**config.mk**
```make
export PLATFORM = sky130hd
export DESIGN_NAME = relative_branch_execution
export DESIGN_NICKNAME = d
export VERILOG_FILES = /design/src/common/branch_exec_pkg.sv /design/src/common/branch_decode_if.sv /design/src/logic/branch_decode.sv /design/src/logic/relative_branch_execution.sv
export VERILOG_INCLUDE_DIRS = /design/src /design/src/common
export SDC_FILE = /design/constraint.sdc
export NUM_CORES = 1
export LEC_CHECK = 0
export BUFFER_PORTS_ARGS = -buffer_cell sky130_fd_sc_hd__buf_2
export CAP_MARGIN = 20
export CORE_MARGIN = 1.5
export CORE_UTILIZATION = 50
export DETAILED_ROUTE_END_ITERATION = 8
export PLACE_DENSITY = 0.75
export RECOVER_POWER = 25
export SLEW_MARGIN = 20
export SYNTH_ARGS = -nofsm -noshare
export SYNTH_HDL_FRONTEND = slang
export SYNTH_SLANG_ARGS = --single-unit
export TNS_END_PERCENT = 20
```
**constraint.sdc**
```tcl
create_clock -name core_clk -period 7.16 [get_ports core_clk]
set_clock_uncertainty 0.1 [all_clocks]
set_input_delay 1.432 -clock core_clk [delete_from_list [all_inputs] [get_ports core_clk]]
set_output_delay 1.432 -clock core_clk [all_outputs]
set_load 0.01 [all_outputs]
```
**src/common/branch_exec_map.svh**
```systemverilog
`ifndef BRANCH_EXEC_MAP_SVH
`define BRANCH_EXEC_MAP_SVH

// Opcode patterns
`define OPC_NOT_ZERO_UPPER 8'hE1
`define OPC_NO_OVF_UPPER   8'hE5
`define OPC_ALWAYS_TOP5    5'h1A
// Field positions
`define UPPER_MSB       15
`define UPPER_LSB       8
`define TOP5_MSB        15
`define TOP5_LSB        11
`define SHORT_OFF_MSB   7
`define LONG_OFF_MSB    10
// Status flag positions
`define FLAG_ZERO_BIT   2
`define FLAG_OVF_BIT    3
// Reset values
`define PC_RESET        21'h000000
`define PHASE_RESET     2'h0
// Instruction word step in bytes
`define WORD_STEP       21'h000002

`endif

```
**src/common/branch_exec_pkg.sv**
```systemverilog
package branch_exec_pkg;
	typedef logic [20:0] pc_t;
	typedef logic [15:0] word_t;

	typedef enum logic [1:0] {
		op_none   = 2'b00,
		op_not_zero = 2'b01,
		op_no_ovf   = 2'b10,
		op_always   = 2'b11
	} branch_op_e;

	typedef enum logic [1:0] {
		st_exec   = 2'b00,
		st_flush  = 2'b01
	} cycle_state_e;
endpackage : branch_exec_pkg

```
**src/common/branch_decode_if.sv**
```systemverilog
`timescale 1ns/1ps
interface branch_decode_if;
	import branch_exec_pkg::*;
	logic [15:0]  instr;
	logic [4:0]   status;
	branch_op_e   op;
	logic         taken;
	logic [20:0]  offset2;

	modport decoder (input instr, input status, output op, output taken, output offset2);
	modport core    (output instr, output status, input op, input taken, input offset2);
endinterface : branch_decode_if

```
**src/logic/branch_decode.sv**
```systemverilog
`timescale 1ns/1ps
`include "branch_exec_map.svh"
module branch_decode
	import branch_exec_pkg::*;
(
	// Decode channel
	branch_decode_if.decoder dec
);
	// Opcode and condition decode
	always_comb begin
		dec.op      = op_none;
		dec.taken   = 1'b0;
		dec.offset2 = '0;
		if (dec.instr[`UPPER_MSB:`UPPER_LSB] == `OPC_NOT_ZERO_UPPER) begin
			dec.op      = op_not_zero;
			dec.taken   = ~dec.status[`FLAG_ZERO_BIT];
			dec.offset2 = {{12{dec.instr[`SHORT_OFF_MSB]}},
				dec.instr[`SHORT_OFF_MSB:0], 1'b0};
		end else if (dec.instr[`UPPER_MSB:`UPPER_LSB] == `OPC_NO_OVF_UPPER) begin
			dec.op      = op_no_ovf;
			dec.taken   = ~dec.status[`FLAG_OVF_BIT];
			dec.offset2 = {{12{dec.instr[`SHORT_OFF_MSB]}},
				dec.instr[`SHORT_OFF_MSB:0], 1'b0};
		end else if (dec.instr[`TOP5_MSB:`TOP5_LSB] == `OPC_ALWAYS_TOP5) begin
			dec.op      = op_always;
			dec.taken   = 1'b1;
			dec.offset2 = {{9{dec.instr[`LONG_OFF_MSB]}},
				dec.instr[`LONG_OFF_MSB:0], 1'b0};
		end
	end
endmodule : branch_decode

```
**src/logic/relative_branch_execution.sv**
```systemverilog
`timescale 1ns/1ps
`include "branch_exec_map.svh"
module relative_branch_execution
	import branch_exec_pkg::*;
(
	// Clock and reset
	input  wire logic        core_clk,
	input  wire logic        reset,
	// Instruction from fetch, valid at phase one of each executing cycle
	input  wire logic [15:0] instr_word,
	input  wire logic        instr_valid,
	// Status flags in and out
	input  wire logic [4:0]  status_in,
	output logic      [4:0]  status_out,
	// Program counter
	output logic      [20:0] pc_value,
	output logic             pc_write,
	// Sequencing
	output logic      [1:0]  q_phase,
	output logic             flush_cycle,
	output logic             cycle_done,
	output logic             is_branch
);
	// Everything the sequencer remembers
	typedef struct packed {
		logic [1:0]   phase;
		cycle_state_e cstate;
		pc_t          pc;
		pc_t          target;
		logic         take;
		logic         held;
		word_t        literal;
		logic         pcw;
	} state_s;

	// Registered state and its next value
	state_s          state_reg;
	state_s          state_next;

	// Decode channel to the opcode decoder
	branch_decode_if dif ();

	// Phase strobes of the current instruction cycle
	logic [3:0]      phase_hot;
	logic            live_cycle;
	logic            at_fetch;
	logic            at_advance;
	logic            at_evaluate;
	logic            at_commit;
	logic            branch_hit;

	// True when the phase counter stands at the wanted quadrature phase
	function automatic logic phase_match(input logic [1:0] ph, input logic [1:0] want);
		phase_match = ph == want;
	endfunction : phase_match

	// Counter plus a step; the carry out of the top bit wraps away
	function automatic pc_t add_offset(input pc_t base, input pc_t step);
		logic [21:0] sum;
		sum = {1'b0, base} + {1'b0, step};
		add_offset = sum[20:0];
	endfunction : add_offset

	// Decoder sees the held literal word
	assign dif.instr  = state_reg.literal;
	assign dif.status = status_in;

	// Opcode, condition and offset decode
	branch_decode i_branch_decode (
		.dec (dif.decoder)
	);

	// One strobe per quadrature phase
	genvar g;
	generate
		for (g = 0; g < 4; g++) begin : g_phase
			assign phase_hot[g] = phase_match(state_reg.phase, 2'(g));
		end
	endgenerate

	// Only an executing cycle may fetch, advance or branch
	assign live_cycle  = state_reg.cstate == st_exec;
	assign at_fetch    = live_cycle && phase_hot[0];
	assign at_advance  = live_cycle && phase_hot[1];
	assign at_evaluate = live_cycle && phase_hot[2];
	assign at_commit   = live_cycle && phase_hot[3];

	// A real word is held and decodes as one of the three branches
	assign branch_hit  = state_reg.held && dif.op != op_none;

	// Four-phase sequencer and counter update
	always_comb begin
		state_next       = state_reg;
		state_next.pcw   = 1'b0;
		state_next.phase = state_reg.phase + 2'h1;
		case (state_reg.phase)
			2'h0: begin
				// Latch the word, or an empty slot so an old word never decodes again
				if (at_fetch) begin
					state_next.held    = instr_valid;
					state_next.literal = instr_valid ? instr_word : 16'h0000;
				end
			end

			2'h1: begin
				// Counter moves past the current word
				if (at_advance) begin
					state_next.pc = add_offset(state_reg.pc, `WORD_STEP);
				end
			end

			2'h2: begin
				// Flag test and target from the incremented counter
				if (at_evaluate) begin
					state_next.take   = branch_hit && dif.taken;
					state_next.target = add_offset(state_reg.pc, dif.offset2);
				end
			end

			2'h3: begin
				// Write the counter and book the no-op cycle
				if (at_commit && state_reg.take) begin
					state_next.pc     = state_reg.target;
					state_next.pcw    = 1'b1;
					state_next.cstate = st_flush;
				end else begin
					state_next.cstate = st_exec;
				end
				state_next.take = 1'b0;
				// A consumed word is dropped so it cannot branch twice
				if (state_reg.cstate == st_flush || state_reg.take) begin
					state_next.literal = 16'h0000;
					state_next.held    = 1'b0;
				end
			end

			default: begin
				state_next.phase = `PHASE_RESET;
			end
		endcase
	end

	// State register
	always_ff @(posedge core_clk) begin
		if (reset) begin
			state_reg.phase   <= `PHASE_RESET;
			state_reg.cstate  <= st_exec;
			state_reg.pc      <= `PC_RESET;
			state_reg.target  <= `PC_RESET;
			state_reg.take    <= 1'b0;
			state_reg.held    <= 1'b0;
			state_reg.literal <= 16'h0000;
			state_reg.pcw     <= 1'b0;
		end else begin
			state_reg <= state_next;
		end
	end

	// Flags pass through untouched
	assign status_out  = status_in;

	// Counter and its write strobe
	assign pc_value    = state_reg.pc;
	assign pc_write    = state_reg.pcw;

	// Sequencing outputs
	assign q_phase     = state_reg.phase;
	assign flush_cycle = state_reg.cstate == st_flush;
	assign cycle_done  = phase_hot[3];
	assign is_branch   = branch_hit;
endmodule : relative_branch_execution

```
### After elaboration in Yosys (flattened, before gate mapping)

Cells that the tools add are included.

| storage, ports and cells | value |
|---|---|
| bits in registers | 65 |
| input bits | 24 |
| output and inout port bits | 32 |
| logic and storage cells | 65 |

| operators by class | value |
|---|---|
| $add $sub $neg | 3 |
| equality and inequality tests | 12 |
| mux-type cells | 20 |
| bitwise logic cells | 3 |
| reduce and logical (&&, ||, !) cells | 19 |

Operator list:

| cell | number |
|---|---|
| two-way mux 21 bit | 5 |
| one-hot mux 21 bit (2 select lines) | 1 |
| two-way mux 17 bit | 2 |
| one-hot mux 17 bit (2 select lines) | 1 |
| adder 21 x 2 -> 21 bit, second input constant | 1 |
| adder 21 bit | 1 |
| == test 8 bit, second input constant | 2 |
| two-way mux 16 bit | 1 |
| inequality test 2 x 1 -> 1 bit, second input constant | 5 |
| nonzero test 2 bit | 4 |
| logical AND 1 bit | 7 |
| two-way mux 1 bit | 6 |
| two-way mux 2 bit | 3 |
| AND reduction 3 bit | 2 |
| == test 5 bit, second input constant | 1 |
| == test 2 x 1 -> 1 bit, second input constant | 2 |
| == test 2 bit, second input constant | 2 |
| zero test 2 bit | 2 |
| AND reduction 2 bit | 2 |
| inverter 1 bit | 3 |
| adder 2 x 1 -> 2 bit, second input constant | 1 |
| one-hot mux 1 bit (2 select lines) | 1 |
| OR reduction 2 bit | 1 |
| logical OR 1 bit | 1 |

### Longest topological paths before layout

| depth | value |
|---|---|
| word-level depth | 9 |
| mapped depth | 14 |

### Hierarchy

From an unflattened synthesis, not the netlist that was laid out.

| unflattened totals | value |
|---|---|
| cells, all modules | 539 |
| area total of the unflattened synthesis | 4403.0 sq um |

Modules (own cells, without submodules):

| module | times used | cells each | area each (sq um) | sequential area each (sq um) |
|---|---|---|---|---|
| relative_branch_execution | 1 | 499 | 4141.5 | 1281.2 |
| branch_decode | 1 | 40 | 261.5 | 0.0 |

### Worst setup path after synthesis

No wires, ideal clock.

| timing path | value |
|---|---|
| path type | in2out |
| start | in status_in[0] |
| end | out status_out[0] |
| data arrival time | 1.551 ns |
| required time | 5.628 ns |
| setup slack | 4.077 ns |
| stages on the path | 1 |
| buffers on the path | 1 |
| cell sequence | buf_4 |

RTL lines:

| item | line | source |
|---|---|---|
| start, declared | relative_branch_execution.sv:13 | `input wire logic [4:0] status_in,` |
| end, declared | relative_branch_execution.sv:14 | `output logic [4:0] status_out,` |

No word-level cell between the ends.

==> flow_metrics.py <==
metrics = {
    "synth": {
        "syn_area_um2": 4160,
        "synthMostInstantiatedCell": "dfxtp_1",
        "synthesis.instances": 524,
        "synth_nets": 574,
        "synth_async_sr_flop_share": 0,
        "synth.lib_cells_used.distinct": 61,
        "synth-edff-count": 0,
        "synth_top_area_frac": 0.308,
        "synth.avg_cell_area_um2": 7.93,
        "synth_common_cells": "dfxtp_1 (64), nor2_1 (61), nand2_1 (51)",
        "synth.largest_area_cell": "dfxtp_1",
        "synth-seq-area-share": 0.308,
        "synth_seq_cells": 64,
        "synth.yosys.warnings": 0,
        "ys_top_cells_by_area": "dfxtp_1 (31%), ha_1 (7.5%), a21oi_1 (5.7%), nor2_1 (5.5%), buf_4 (5.4%)",
        "synthFlopType": "dfxtp_1",
    },
    "sta": {
        "tightestPinTransition_ps": 3010,
        "finalWorstSetupSlack_ps": 2610,
        "final-setup-viol-count": 0,
        "rsz0062_at_grt": "no",
        "final.hold.worst_slack_ps": 352,
        "max_slew_margin": -1.01,
        "maxSlewViolCount": 72,
        "final_hold_viol_count": 0,
        "fmaxAchievable_mhz": 220,
        "finalCritPeriodShare": 0.635,
        "setup_tns_ps": 0,
        "min_period_ps": 4550,
    },
    "cts": {
        "cts_resized": 0,
        "cts.root.buffer_cell": "clkbuf_8",
        "cts_tree": "yes",
        "cts-buffers-inserted": 9,
        "clock_insertion_delay_worst_skew_ps": 360,
        "ctsLongestPathBuffers": 2,
        "clk_transition_reported_paths_ps": 70,
        "number_of_buffers_inserted_for_hold_repair_after_clock_tree_synthesis": 0,
        "clkSinkCount": 64,
        "cts.repair_timing.setup_buffer_count": 0,
        "ctsHtreeMaxLevel": 3,
    },
    "routing": {
        "viasPerCell": 5.88,
        "postRouteWirelength_um": 10200,
        "route.detailed.drc": 0,
        "wl_per_cell_um": 15.7,
        "vias": 3794,
        "initialDrtViolationCount": 202,
        "firstDrtPassIters": 5,
        "detail-route-antenna-nets": 0,
    },
    "worst_setup_path": {
        "critPathLaunchType": "input port",
        "crit_path_max_fanout": 71,
        "cp_slowest_cell": "clkbuf_1",
        "crit_chain": "buf_2 -> clkbuf_1 -> nor2_1 -> a22o_1",
        "worstPathRequired_ps": 7300,
        "critical_path.max_stage_delay_ps": 2120,
        "endpoint_kind": "flip-flop",
        "category_of_the_critical_setup_timing_path": "in2reg",
        "critical_path_arrival_ps": 4690,
    },
    "cells_and_area": {
        "antenna_cells": 0,
        "largest_register_ff_count": 24,
        "drive_above_1_share": 0.143,
        "final_nets": 585,
        "syn2layout_area_growth_pct": 7.20,
        "stdcell_count": 645,
        "postLayoutCoreUtil": 0.548,
        "fin_area_um2": 4450,
    },
    "placement": {
        "detailedPlacementHpwl_um": 7220,
        "dpl_worst_slack_ps": 3790,
        "number_of_instances_in_the_placed_design": 629,
        "place_area_um2": 4250,
        "placement.io_buffers": 49,
        "gpl_wtd_cong": 0.879,
    },
    "job": {
        "cap_viol_max_count": 1,
    },
    "min_path": {
        "hold_path.class": "reg2reg",
    },
    "die": {
        "fp.dieArea_um2": 8870,
        "die-width_um": 94.2,
        "floorplan.initialDensity": 0.511,
        "site_row_count": 33,
        "number_of_top_level_pins": 56,
        "chipHeight_um": 94.2,
        "coreArea_um2": 8130,
    },
    "global_route": {
        "antenna_found_initial": 0,
        "grt_first_pass_wirelength_um": 16600,
        "grt_max_degree": 72,
        "number_of_global_route_vias_before_repair": 3450,
        "grt_overflow_total": 0,
        "grt_use_total": 0.241,
    },
    "power_and_ir_drop": {
        "total_power_mw": 0.809,
        "power_leakage_nw": 1.92,
        "ir_drop_uv": 119,
        "power_density_nw_per_um2": 182,
    },
    "outcome": {
        "status": "finished, violations left",
        "failed_checks": "capacitance limit, slew limit",
    },
}
cell families after synthesis:
logic type,Yosys count,synth area share
AOI/OAI and AO/OA,153,0.243
xor gates and xnor gates,11,0.0232
adders and majority gates,26,0.0801
buffers and inverters,63,0.0852
DFF,64,0.308
muxes,5,0.0123
and+or+nand+nor,202,0.248
critical path: cells and delay by family:
kind,cells,cell delay [ps]
AO/OA/AOI/OAI,1,420
AND/OR/NAND/NOR,1,630
buffers and inverters,2,2190
cell usage in the layout (no fill, tap or decap), types with 3 or more instances in the layout:
master,n
a211oi_1,7
nand4_1,7
clkbuf_1,13
o21ai_0,15
buf_2,37
dfxtp_1,64
and2_1,11
nor3_1,11
nand2_1,51
ha_1,25
nand3b_1,5
a22o_1,4
buf_4,3
o31ai_1,3
nor2_1,61
mux2i_1,4
xor2_1,4
nor2b_1,4
a221oi_1,6
a31oi_1,7
xnor2_1,7
a21o_1,17
nor3b_1,4
a22oi_1,20
or3_1,4
and3_1,5
a21oi_1,46
nand3_1,17
clkbuf_8,12
o21ai_1,7
nand2b_1,7
inv_1,9
power breakdown:
group	leakage, nW	internal [mW]	switching, mW
clock	0.109	0.189	0.153
sequential	0.518	0.367	0.0112
combinational	1.29	0.0299	0.0589
total	1.92	0.586	0.223
final timing paths:
| check | startpoint | end | slack (ps) | cells past startpoint |
|---|---|---|---|---|
| worst max-delay path | reset | state_reg[38] | 2610 | 4 |
| worst min-delay path | state_reg[27] | state_reg[27] | 350 | 2 |
| worst max register to register | dif.instr[12] | state_reg[36] | 3650 | 14 |
| worst min register to register | state_reg[27] | state_reg[27] | 350 | 2 |
cell type report:
| type | instances | area (um2) |
|---|---|---|
| multi-input cells | 397 | 2530 |
| fillers | 742 | 3680 |
| clock inverters | 4 | 51.3 |
| clock buffers | 12 | 165 |
| repair buffers | 53 | 256 |
| inverters | 10 | 37.5 |
| flip-flops and latches | 64 | 1280 |
| well taps | 105 | 131 |
metal layers:
| layer | part of all wire | GRT usage | vias up |
|---|---|---|---|
| met1 | 0.45 | 0.302 | 1778 |
| li1 | - | - | 1883 |
| met5 | 0 | 0 | - |
| met3 | 0.057 | 0.0534 | 16 |
| met2 | 0.48 | 0.400 | 117 |
| met4 | 0.020 | 0.0908 | 0 |
No activity file was read; power rests on OpenSTA's default activity.
